[src/port_io_defines.svh]
`ifndef PORT_IO_DEFINES_SVH
`define PORT_IO_DEFINES_SVH

// register byte addresses (low 16 bits)
`define ADDR_PIN_DIRECTION 16'hfeb9
`define ADDR_PIN_LEVEL_READBACK 16'hff59
`define ADDR_OUTPUT_VALUE 16'hff69
`define ADDR_PULLUP_ENABLE 16'hff70
`define ADDR_OPENDRAIN_ENABLE 16'hff77
`define ADDR_STANDBY_CONTROL 16'hff7e

// field positions
`define PORT_FIELD_MSB 3
`define PORT_FIELD_LSB 0
`define STANDBY_OUTPUT_HOLD_BIT 0
`define STANDBY_ENTER_BIT 1

// reset values
`define PORT_RESET 4'h0
`define STANDBY_RESET 2'h0
// value returned for undefined / reserved read bits
`define UNDEF_READ_FILL 8'h00

`endif

[src/port_io_pkg.sv]
package port_io_pkg;
    typedef enum logic [2:0]
    {
        mode_0 = 3'h0,
        mode_1 = 3'h1,
        mode_2 = 3'h2,
        mode_3 = 3'h3,
        mode_4 = 3'h4,
        mode_5 = 3'h5,
        mode_6 = 3'h6,
        mode_7 = 3'h7
    } op_mode_t;

    typedef enum logic [1:0]
    {
        pin_input = 2'h0,
        pin_general = 2'h1,
        pin_address = 2'h3
    } pin_role_t;
endpackage : port_io_pkg

[src/pin_sync.sv]
module pin_sync #(
    parameter int WIDTH = 4
) (
    // clock and reset
    input wire logic sys_clk,
    input wire logic rstn,
    // raw pins and filtered result
    input wire logic [WIDTH-1:0] pin_raw,
    output logic [WIDTH-1:0] pin_level
);
    logic [WIDTH-1:0] stage1_reg;
    logic [WIDTH-1:0] stage2_reg;
    logic [WIDTH-1:0] stage3_reg;

    always_ff @(posedge sys_clk or negedge rstn)
    begin
        if (!rstn)
        begin
            stage1_reg <= '0;
            stage2_reg <= '0;
            stage3_reg <= '0;
        end
        else
        begin
            stage1_reg <= pin_raw;
            stage2_reg <= stage1_reg;
            stage3_reg <= stage2_reg;
        end
    end

    // a bit changes only when stages two and three agree
    genvar i;
    generate
        for (i = 0; i < WIDTH; i++)
        begin : g_agree
            always_ff @(posedge sys_clk or negedge rstn)
            begin
                if (!rstn)
                    pin_level[i] <= 1'b0;
                else if (stage2_reg[i] == stage3_reg[i])
                    pin_level[i] <= stage3_reg[i];
            end
        end
    endgenerate
endmodule : pin_sync

[src/four_bit_io_port_addr_mux.sv]
// Notes on behaviour
// four bidirectional pins on bits three to zero
// direction register write-only, reads undefined
// control registers cleared only by power-on reset; code also clears them while hw_standby is high
// modes 1,2,3,7: direction one drives data
// modes 4,5: all pins drive address
// mode 6: direction one drives address
// standby: address pins hold or float
// output data register readable and writable
// upper four bits reserved, writes ignored
// pin-state register read-only, writes ignored
// readback gives data or sampled pin
// readback frozen in manual reset, standby; code still updates it while hw_standby is high
// pull-up only when input and enabled
// pull-ups off in modes 4 and 5
// open-drain bit disables high-side driver
// open-drain active in modes 1,2,3,7
// mode is static input, decode combinational
//
// Chosen here: strobed register access.
`include "port_io_defines.svh"

module four_bit_io_port_addr_mux #(
    parameter int PORT_WIDTH = 4
) (
    // clock and power-on reset
    input wire logic sys_clk,
    input wire logic rstn,
    // chip state
    input wire port_io_pkg::op_mode_t op_mode,
    input wire logic manual_reset,
    input wire logic hw_standby,
    input wire logic [PORT_WIDTH-1:0] address_out,
    // register port
    input wire logic [15:0] reg_addr,
    input wire logic [7:0] reg_wdata,
    input wire logic reg_write,
    input wire logic reg_read,
    output logic [7:0] reg_rdata,
    // pins
    input wire logic [PORT_WIDTH-1:0] port_pin_in,
    output logic [PORT_WIDTH-1:0] port_pin_out,
    output logic [PORT_WIDTH-1:0] port_pin_oe,
    output logic [PORT_WIDTH-1:0] port_pin_pullup,
    // standby status
    output logic sw_standby_active
);
    import port_io_pkg::*;

    logic [PORT_WIDTH-1:0] pin_direction_reg;
    logic [PORT_WIDTH-1:0] output_value_reg;
    logic [PORT_WIDTH-1:0] pullup_enable_reg;
    logic [PORT_WIDTH-1:0] opendrain_enable_reg;
    logic [PORT_WIDTH-1:0] readback_reg;
    logic standby_output_hold_reg;
    logic standby_enter_reg;
    logic [PORT_WIDTH-1:0] pin_level;
    logic [PORT_WIDTH-1:0] readback_next;
    logic [PORT_WIDTH-1:0] out_next;
    logic [PORT_WIDTH-1:0] oe_next;
    logic [PORT_WIDTH-1:0] pullup_next;
    logic [7:0] rdata_next;
    logic hold_logic;
    logic wr_ok;

    function automatic pin_role_t role_of(input op_mode_t m, input logic dir);
        case (m)
            mode_4, mode_5: role_of = pin_address;
            mode_6: role_of = dir ? pin_address : pin_input;
            mode_1, mode_2, mode_3, mode_7: role_of = dir ? pin_general : pin_input;
            default: role_of = pin_input;
        endcase
    endfunction : role_of

    function automatic logic pullup_mode(input op_mode_t m);
        case (m)
            mode_1, mode_2, mode_3, mode_6, mode_7: pullup_mode = 1'b1;
            default: pullup_mode = 1'b0;
        endcase
    endfunction : pullup_mode

    function automatic logic odrain_mode(input op_mode_t m);
        case (m)
            mode_1, mode_2, mode_3, mode_7: odrain_mode = 1'b1;
            default: odrain_mode = 1'b0;
        endcase
    endfunction : odrain_mode

    pin_sync #(
        .WIDTH(PORT_WIDTH)
    ) u_pin_sync (
        .sys_clk(sys_clk),
        .rstn(rstn),
        .pin_raw(port_pin_in),
        .pin_level(pin_level)
    );

    // manual reset and software standby freeze the readback state
    assign hold_logic = manual_reset || standby_enter_reg;
    assign wr_ok = reg_write && !manual_reset && !hw_standby;

    always_ff @(posedge sys_clk or negedge rstn)
    begin
        if (!rstn)
            pin_direction_reg <= `PORT_RESET;
        else if (hw_standby)
            pin_direction_reg <= `PORT_RESET;
        else if (wr_ok && reg_addr == `ADDR_PIN_DIRECTION)
            pin_direction_reg <= reg_wdata[`PORT_FIELD_MSB:`PORT_FIELD_LSB];
    end

    always_ff @(posedge sys_clk or negedge rstn)
    begin
        if (!rstn)
            output_value_reg <= `PORT_RESET;
        else if (hw_standby)
            output_value_reg <= `PORT_RESET;
        else if (wr_ok && reg_addr == `ADDR_OUTPUT_VALUE)
            output_value_reg <= reg_wdata[`PORT_FIELD_MSB:`PORT_FIELD_LSB];
    end

    always_ff @(posedge sys_clk or negedge rstn)
    begin
        if (!rstn)
            pullup_enable_reg <= `PORT_RESET;
        else if (hw_standby)
            pullup_enable_reg <= `PORT_RESET;
        else if (wr_ok && reg_addr == `ADDR_PULLUP_ENABLE)
            pullup_enable_reg <= reg_wdata[`PORT_FIELD_MSB:`PORT_FIELD_LSB];
    end

    always_ff @(posedge sys_clk or negedge rstn)
    begin
        if (!rstn)
            opendrain_enable_reg <= `PORT_RESET;
        else if (hw_standby)
            opendrain_enable_reg <= `PORT_RESET;
        else if (wr_ok && reg_addr == `ADDR_OPENDRAIN_ENABLE)
            opendrain_enable_reg <= reg_wdata[`PORT_FIELD_MSB:`PORT_FIELD_LSB];
    end

    // standby control: output hold and standby entry
    always_ff @(posedge sys_clk or negedge rstn)
    begin
        if (!rstn)
        begin
            standby_output_hold_reg <= 1'b0;
            standby_enter_reg <= 1'b0;
        end
        else if (hw_standby)
        begin
            standby_output_hold_reg <= 1'b0;
            standby_enter_reg <= 1'b0;
        end
        else if (wr_ok && reg_addr == `ADDR_STANDBY_CONTROL)
        begin
            standby_output_hold_reg <= reg_wdata[`STANDBY_OUTPUT_HOLD_BIT];
            standby_enter_reg <= reg_wdata[`STANDBY_ENTER_BIT];
        end
    end

    // readback: data for outputs, pin level for inputs
    always_comb
    begin
        for (int i = 0; i < PORT_WIDTH; i++)
            readback_next[i] = pin_direction_reg[i] ? output_value_reg[i] : pin_level[i];
    end

    always_ff @(posedge sys_clk or negedge rstn)
    begin
        if (!rstn)
            readback_reg <= `PORT_RESET;
        else if (!hold_logic || hw_standby)
            readback_reg <= readback_next;
    end

    // pin drive decode, from static mode and register bits
    always_comb
    begin
        out_next = '0;
        oe_next = '0;
        pullup_next = '0;
        for (int i = 0; i < PORT_WIDTH; i++)
        begin
            case (role_of(op_mode, pin_direction_reg[i]))
                pin_general:
                begin
                    out_next[i] = output_value_reg[i];
                    // high side off when open drain
                    oe_next[i] = !(odrain_mode(op_mode) && opendrain_enable_reg[i]
                        && output_value_reg[i]);
                end
                pin_address:
                begin
                    if (standby_enter_reg && standby_output_hold_reg)
                    begin
                        out_next[i] = port_pin_out[i];
                        oe_next[i] = 1'b1;
                    end
                    else if (standby_enter_reg)
                    begin
                        out_next[i] = 1'b0;
                        oe_next[i] = 1'b0;
                    end
                    else
                    begin
                        out_next[i] = address_out[i];
                        oe_next[i] = 1'b1;
                    end
                end
                default:
                    pullup_next[i] = pullup_mode(op_mode) && pullup_enable_reg[i];
            endcase
        end
        if (hw_standby)
        begin
            out_next = '0;
            oe_next = '0;
            pullup_next = '0;
        end
    end

    always_ff @(posedge sys_clk or negedge rstn)
    begin
        if (!rstn)
        begin
            port_pin_out <= '0;
            port_pin_oe <= '0;
            port_pin_pullup <= '0;
        end
        else
        begin
            port_pin_out <= out_next;
            port_pin_oe <= oe_next;
            port_pin_pullup <= pullup_next;
        end
    end

    // read mux; direction register never reads back
    always_comb
    begin
        rdata_next = `UNDEF_READ_FILL;
        case (reg_addr)
            `ADDR_PIN_DIRECTION: rdata_next = `UNDEF_READ_FILL;
            `ADDR_OUTPUT_VALUE: rdata_next[3:0] = output_value_reg;
            `ADDR_PIN_LEVEL_READBACK: rdata_next[3:0] = readback_reg;
            `ADDR_PULLUP_ENABLE: rdata_next[3:0] = pullup_enable_reg;
            `ADDR_OPENDRAIN_ENABLE: rdata_next[3:0] = opendrain_enable_reg;
            `ADDR_STANDBY_CONTROL:
            begin
                rdata_next[`STANDBY_OUTPUT_HOLD_BIT] = standby_output_hold_reg;
                rdata_next[`STANDBY_ENTER_BIT] = standby_enter_reg;
            end
            default: rdata_next = `UNDEF_READ_FILL;
        endcase
    end

    always_ff @(posedge sys_clk or negedge rstn)
    begin
        if (!rstn)
            reg_rdata <= 8'h00;
        else if (reg_read)
            reg_rdata <= rdata_next;
        else
            reg_rdata <= 8'h00;
    end

    always_ff @(posedge sys_clk or negedge rstn)
    begin
        if (!rstn)
            sw_standby_active <= 1'b0;
        else
            sw_standby_active <= standby_enter_reg;
    end
endmodule : four_bit_io_port_addr_mux

[config.mk]
export PLATFORM = sky130hd
export DESIGN_NAME = four_bit_io_port_addr_mux
export DESIGN_NICKNAME = d
export VERILOG_FILES = /design/src/port_io_pkg.sv /design/src/pin_sync.sv /design/src/four_bit_io_port_addr_mux.sv
export VERILOG_INCLUDE_DIRS = /design/src
export SDC_FILE = /design/constraint.sdc
export NUM_CORES = 1
export LEC_CHECK = 0
export BUFFER_PORTS_ARGS = -buffer_cell sky130_fd_sc_hd__buf_4
export CORE_AREA = 2 2 95 97
export CTS_BUF_LIST = sky130_fd_sc_hd__clkbuf_16
export CTS_CLUSTER_DIAMETER = 60
export CTS_CLUSTER_SIZE = 14
export DETAILED_ROUTE_END_ITERATION = 8
export DIE_AREA = 0 0 97 99
export MAX_ROUTING_LAYER = met4
export SYNTH_ARGS = -nofsm -noshare
export SYNTH_HDL_FRONTEND = slang
export SYNTH_HIERARCHICAL = 1
export SYNTH_SLANG_ARGS = --single-unit
[constraint.sdc]
create_clock -name sys_clk -period 1.4 [get_ports sys_clk]
set_clock_uncertainty 0.05 [all_clocks]
set_input_delay 0.42 -clock sys_clk [delete_from_list [all_inputs] [get_ports sys_clk]]
set_output_delay 0.42 -clock sys_clk [all_outputs]
set_load 0.01 [all_outputs]
==> impl_metrics.py <==
metrics = {
    "logic_synthesis": {
        "synthAdderAreaFrac": 0.0219,
        "ys_types": 42,
        "synth-seq-area-share": 0.548,
        "synthTopCellsByCount": "dfrtp_1 (55), a21oi_1 (24), nand2_1 (21)",
        "yosysWarnings": 6,
        "synth-async-reset-ratio": 1.00,
        "syn_inst": 236,
        "avgSynthCellArea_um2": 10.6,
        "syn_area_um2": 2510,
        "yosys.area.top_type": "dfrtp_1",
        "synth.area.top_cells": "dfrtp_1 (55%), a21oi_1 (4.8%), mux2i_1 (4.8%)",
        "synth_mux_area_frac": 0.0478,
        "synth_top_family_by_area": "simple AND/OR/NAND/NOR gates",
        "synthSimpleGateAreaFrac": 0.214,
        "synth-xor-area-share": 0,
        "synth_top_flop_cell": "dfrtp_1",
        "synth_edf_count": 0,
        "synth_top_area_share": 0.548,
        "ys_ff_latch": 55,
        "synth_compound_area_frac": 0.131,
        "yosysMostFrequentCell": "dfrtp_1",
    },
    "cells_and_area": {
        "fill_cells": 839,
        "multi_input_area_um2": 1150,
        "final_util": 0.414,
        "layout.cells.non_filler": 432,
        "regArea_um2": 1380,
        "diodes": 0,
        "nets": 364,
        "area_growth_pct": 40.9,
        "drive_gt1_frac": 0.377,
    },
    "die": {
        "dieHeight_um": 99,
        "core-area_um2": 8550,
        "initial_core_util": 0.294,
        "rows": 34,
        "ios": 62,
        "die_area_um2": 9600,
        "die_w_um": 97,
    },
    "cts": {
        "clockBufferDepth": 2,
        "cts_buffers": 5,
        "cts_max_level": 2,
        "path_clk_slew_ns": 0.07,
        "cts_tree": "done",
        "cts-root-buf": "clkbuf_16",
        "cts.sinks": 55,
        "clk_latency_ns": 0.29,
    },
    "grt": {
        "grt_pass1_vias": 2173,
        "grt_max_degree": 56,
        "gr-usage-all-layers": 0.145,
        "antenna_found_initial": 0,
        "grt_pass1_wl_mm": 10.8,
        "gr-total-overflow": 0,
    },
    "setup_path": {
        "crit_fanout": 5,
        "critPathKind": "in -> reg",
        "path_delay_family": "simple AND/OR/NAND/NOR gates",
        "r2r_slack_ns": 0.11,
        "cpPeakStageDelay_ns": 0.29,
        "critPathBufInv": 3,
        "critPathSlowestCell": "nor4_2",
        "r2r_end": "port_pin_out[3]",
        "crit_top_cell": "buf_6",
        "worstPathCellList": "buf_6 > nand3b_1 > buf_4 > nor4_2 > and2_4 > buf_6 > nand3_1 > a21oi_1",
        "cp-start-kind": "primary input",
        "r2r.worst_path.cells": 5,
        "arrival_ns": 1.69,
        "end_kind": "flip-flop",
        "worstReg2RegStart": "standby_enter_reg",
        "worstPathRequired_ns": 1.56,
    },
    "timing": {
        "slew_viol_final": 0,
        "slew_headroom": 0.637,
        "fmax_mhz": 656,
        "rsz0062_at_grt": "yes",
        "final.setup.worst_slack_ns": -0.125,
        "worstMarginPinSlew_ns": 0.543,
        "hold_violations": 0,
        "min_period_ns": 1.53,
        "post-route-period-util": 1.09,
        "setup_viol": 14,
    },
    "routing": {
        "postRouteAntennaNets": 0,
        "avgRoutedWirePerCell_um": 15.5,
        "dr_total_vias": 2175,
        "drt_first_iter_violations": 137,
        "drt_pre_antenna_iters": 4,
        "drcViolationCount": 0,
        "viasPerCell": 5.03,
        "routed_wl_mm": 6.70,
    },
    "placement": {
        "dp_cells": 419,
        "gp_congestion": 0.919,
        "dp_hpwl_mm": 4.81,
        "io_buffers": 53,
    },
    "flow_run": {
        "cap_violations": 0,
    },
    "run_status": {
        "status": "finished with violations",
        "violations": "negative setup slack",
    },
    "power": {
        "ir_worst_vdd_mv": 0.627,
        "power.density_nw_per_um2": 953,
        "total_leakage_power_nw": 1.61,
    },
    "hold_path": {
        "min_path_type": "in -> async",
    },
}
-- metrics by stage --
step / total power [mW] / hold slack, ns / setup slack (ns) / setup TNS, ns / area, µm²
3_3_place_gp: 2.00 / 0.283 / -0.428 / -8.53 / 3230
4_1_cts: 3.40 / 0.0647 / -0.0758 / -0.692 / 3460
5_1_grt: 3.51 / 0.0674 / -0.184 / -2.16 / 3540
6_report: 3.37 / 0.0524 / -0.125 / -1.01 / 3540
3_5_place_dp: 2.01 / 0.287 / -0.495 / -8.86 / 3230
2_1_floorplan: 1.82 / 0.0744 / -0.244 / -3.38 / 2530
-- how the worst max path moves through the flow --
| stage | from | endpoint | slack (ns) | depth (start not counted) |
|---|---|---|---|---|
| floorplan | reg_addr[1] | output_value_reg[0] | -0.24 | 5 |
| global placement | reg_addr[7] | standby_output_hold_reg | -0.43 | 6 |
| detailed placement | reg_addr[7] | reg_rdata[0] | -0.50 | 7 |
| CTS | reg_addr[7] | reg_rdata[2] | -0.08 | 6 |
| global route | reg_addr[7] | pullup_enable_reg[0] | -0.18 | 8 |
| finish | reg_addr[7] | pullup_enable_reg[0] | -0.13 | 8 |
-- logic make-up after synthesis --
logic type,count (synthesis)
AOI/OAI and AO/OA,50
and+or+nand+nor,98
muxes,12
adders and majority gates,5
DFF,55
buffers and inverters,15
other,1
-- final cells by class --
class,instances,share of cell area
clock buffers,5,0.0354
clock inverters,3,0.0110
inverters,2,0.00212
multi-input cells,170,0.325
flip-flops and latches,55,0.389
well taps,108,0.0382
repair buffers,89,0.199
-- metal layers --
metal	part of all wire	wire, µm	vias to the layer above	global-route usage
li1	-	-	1021	-
met4	0.021	143	0	0.0563
met1	0.43	2880	1078	0.178
met3	0.059	395	13	0.0376
met5	0	0	-	-
met2	0.49	3280	63	0.231
-- cells in the final DEF (no fill, tap or decap), types with 2 or more instances in the layout --
cell type   n
a22o_1      4
clkbuf_16   5
nand2b_1    5
nand4_1     3
nor3b_1     5
buf_4      82
nand3b_1    4
conb_1      4
and2_4      4
nand3_4     2
dfrtp_1    55
mux2i_1    12
a21oi_1    22
nand3_1    14
inv_1       2
buf_6       6
a32o_1      3
a22oi_2     2
a32oi_1     3
nor2b_1     7
nand3_2     3
nor3_4      2
a222oi_1    3
nor2_1     19
maj3_2      5
o21ai_0     5
a21oi_2     2
nand2_1    21
-- where the power goes --
part | internal [mW] | switching (mW)
logic | 0.163 | 0.170
registers | 1.64 | 0.0259
clock network | 0.835 | 0.542
-- what timing repair did --
action,CTS,global route
gates cloned,1,1
hold buffers,0,0
pin swaps,4,9
gates resized for setup,16,12
setup buffers,1,2
setup endpoints to repair,20,21
-- worst reg2reg max path: stages, from the launching register on --
cell	delay (ns)
dfrtp_1	0.43
and3_1	0.16
o21ai_0	0.22
o2bb2ai_1	0.11
a21oi_1	0.15
nor2_1	0.05
Note: power is estimated with default switching activity, not from simulation.
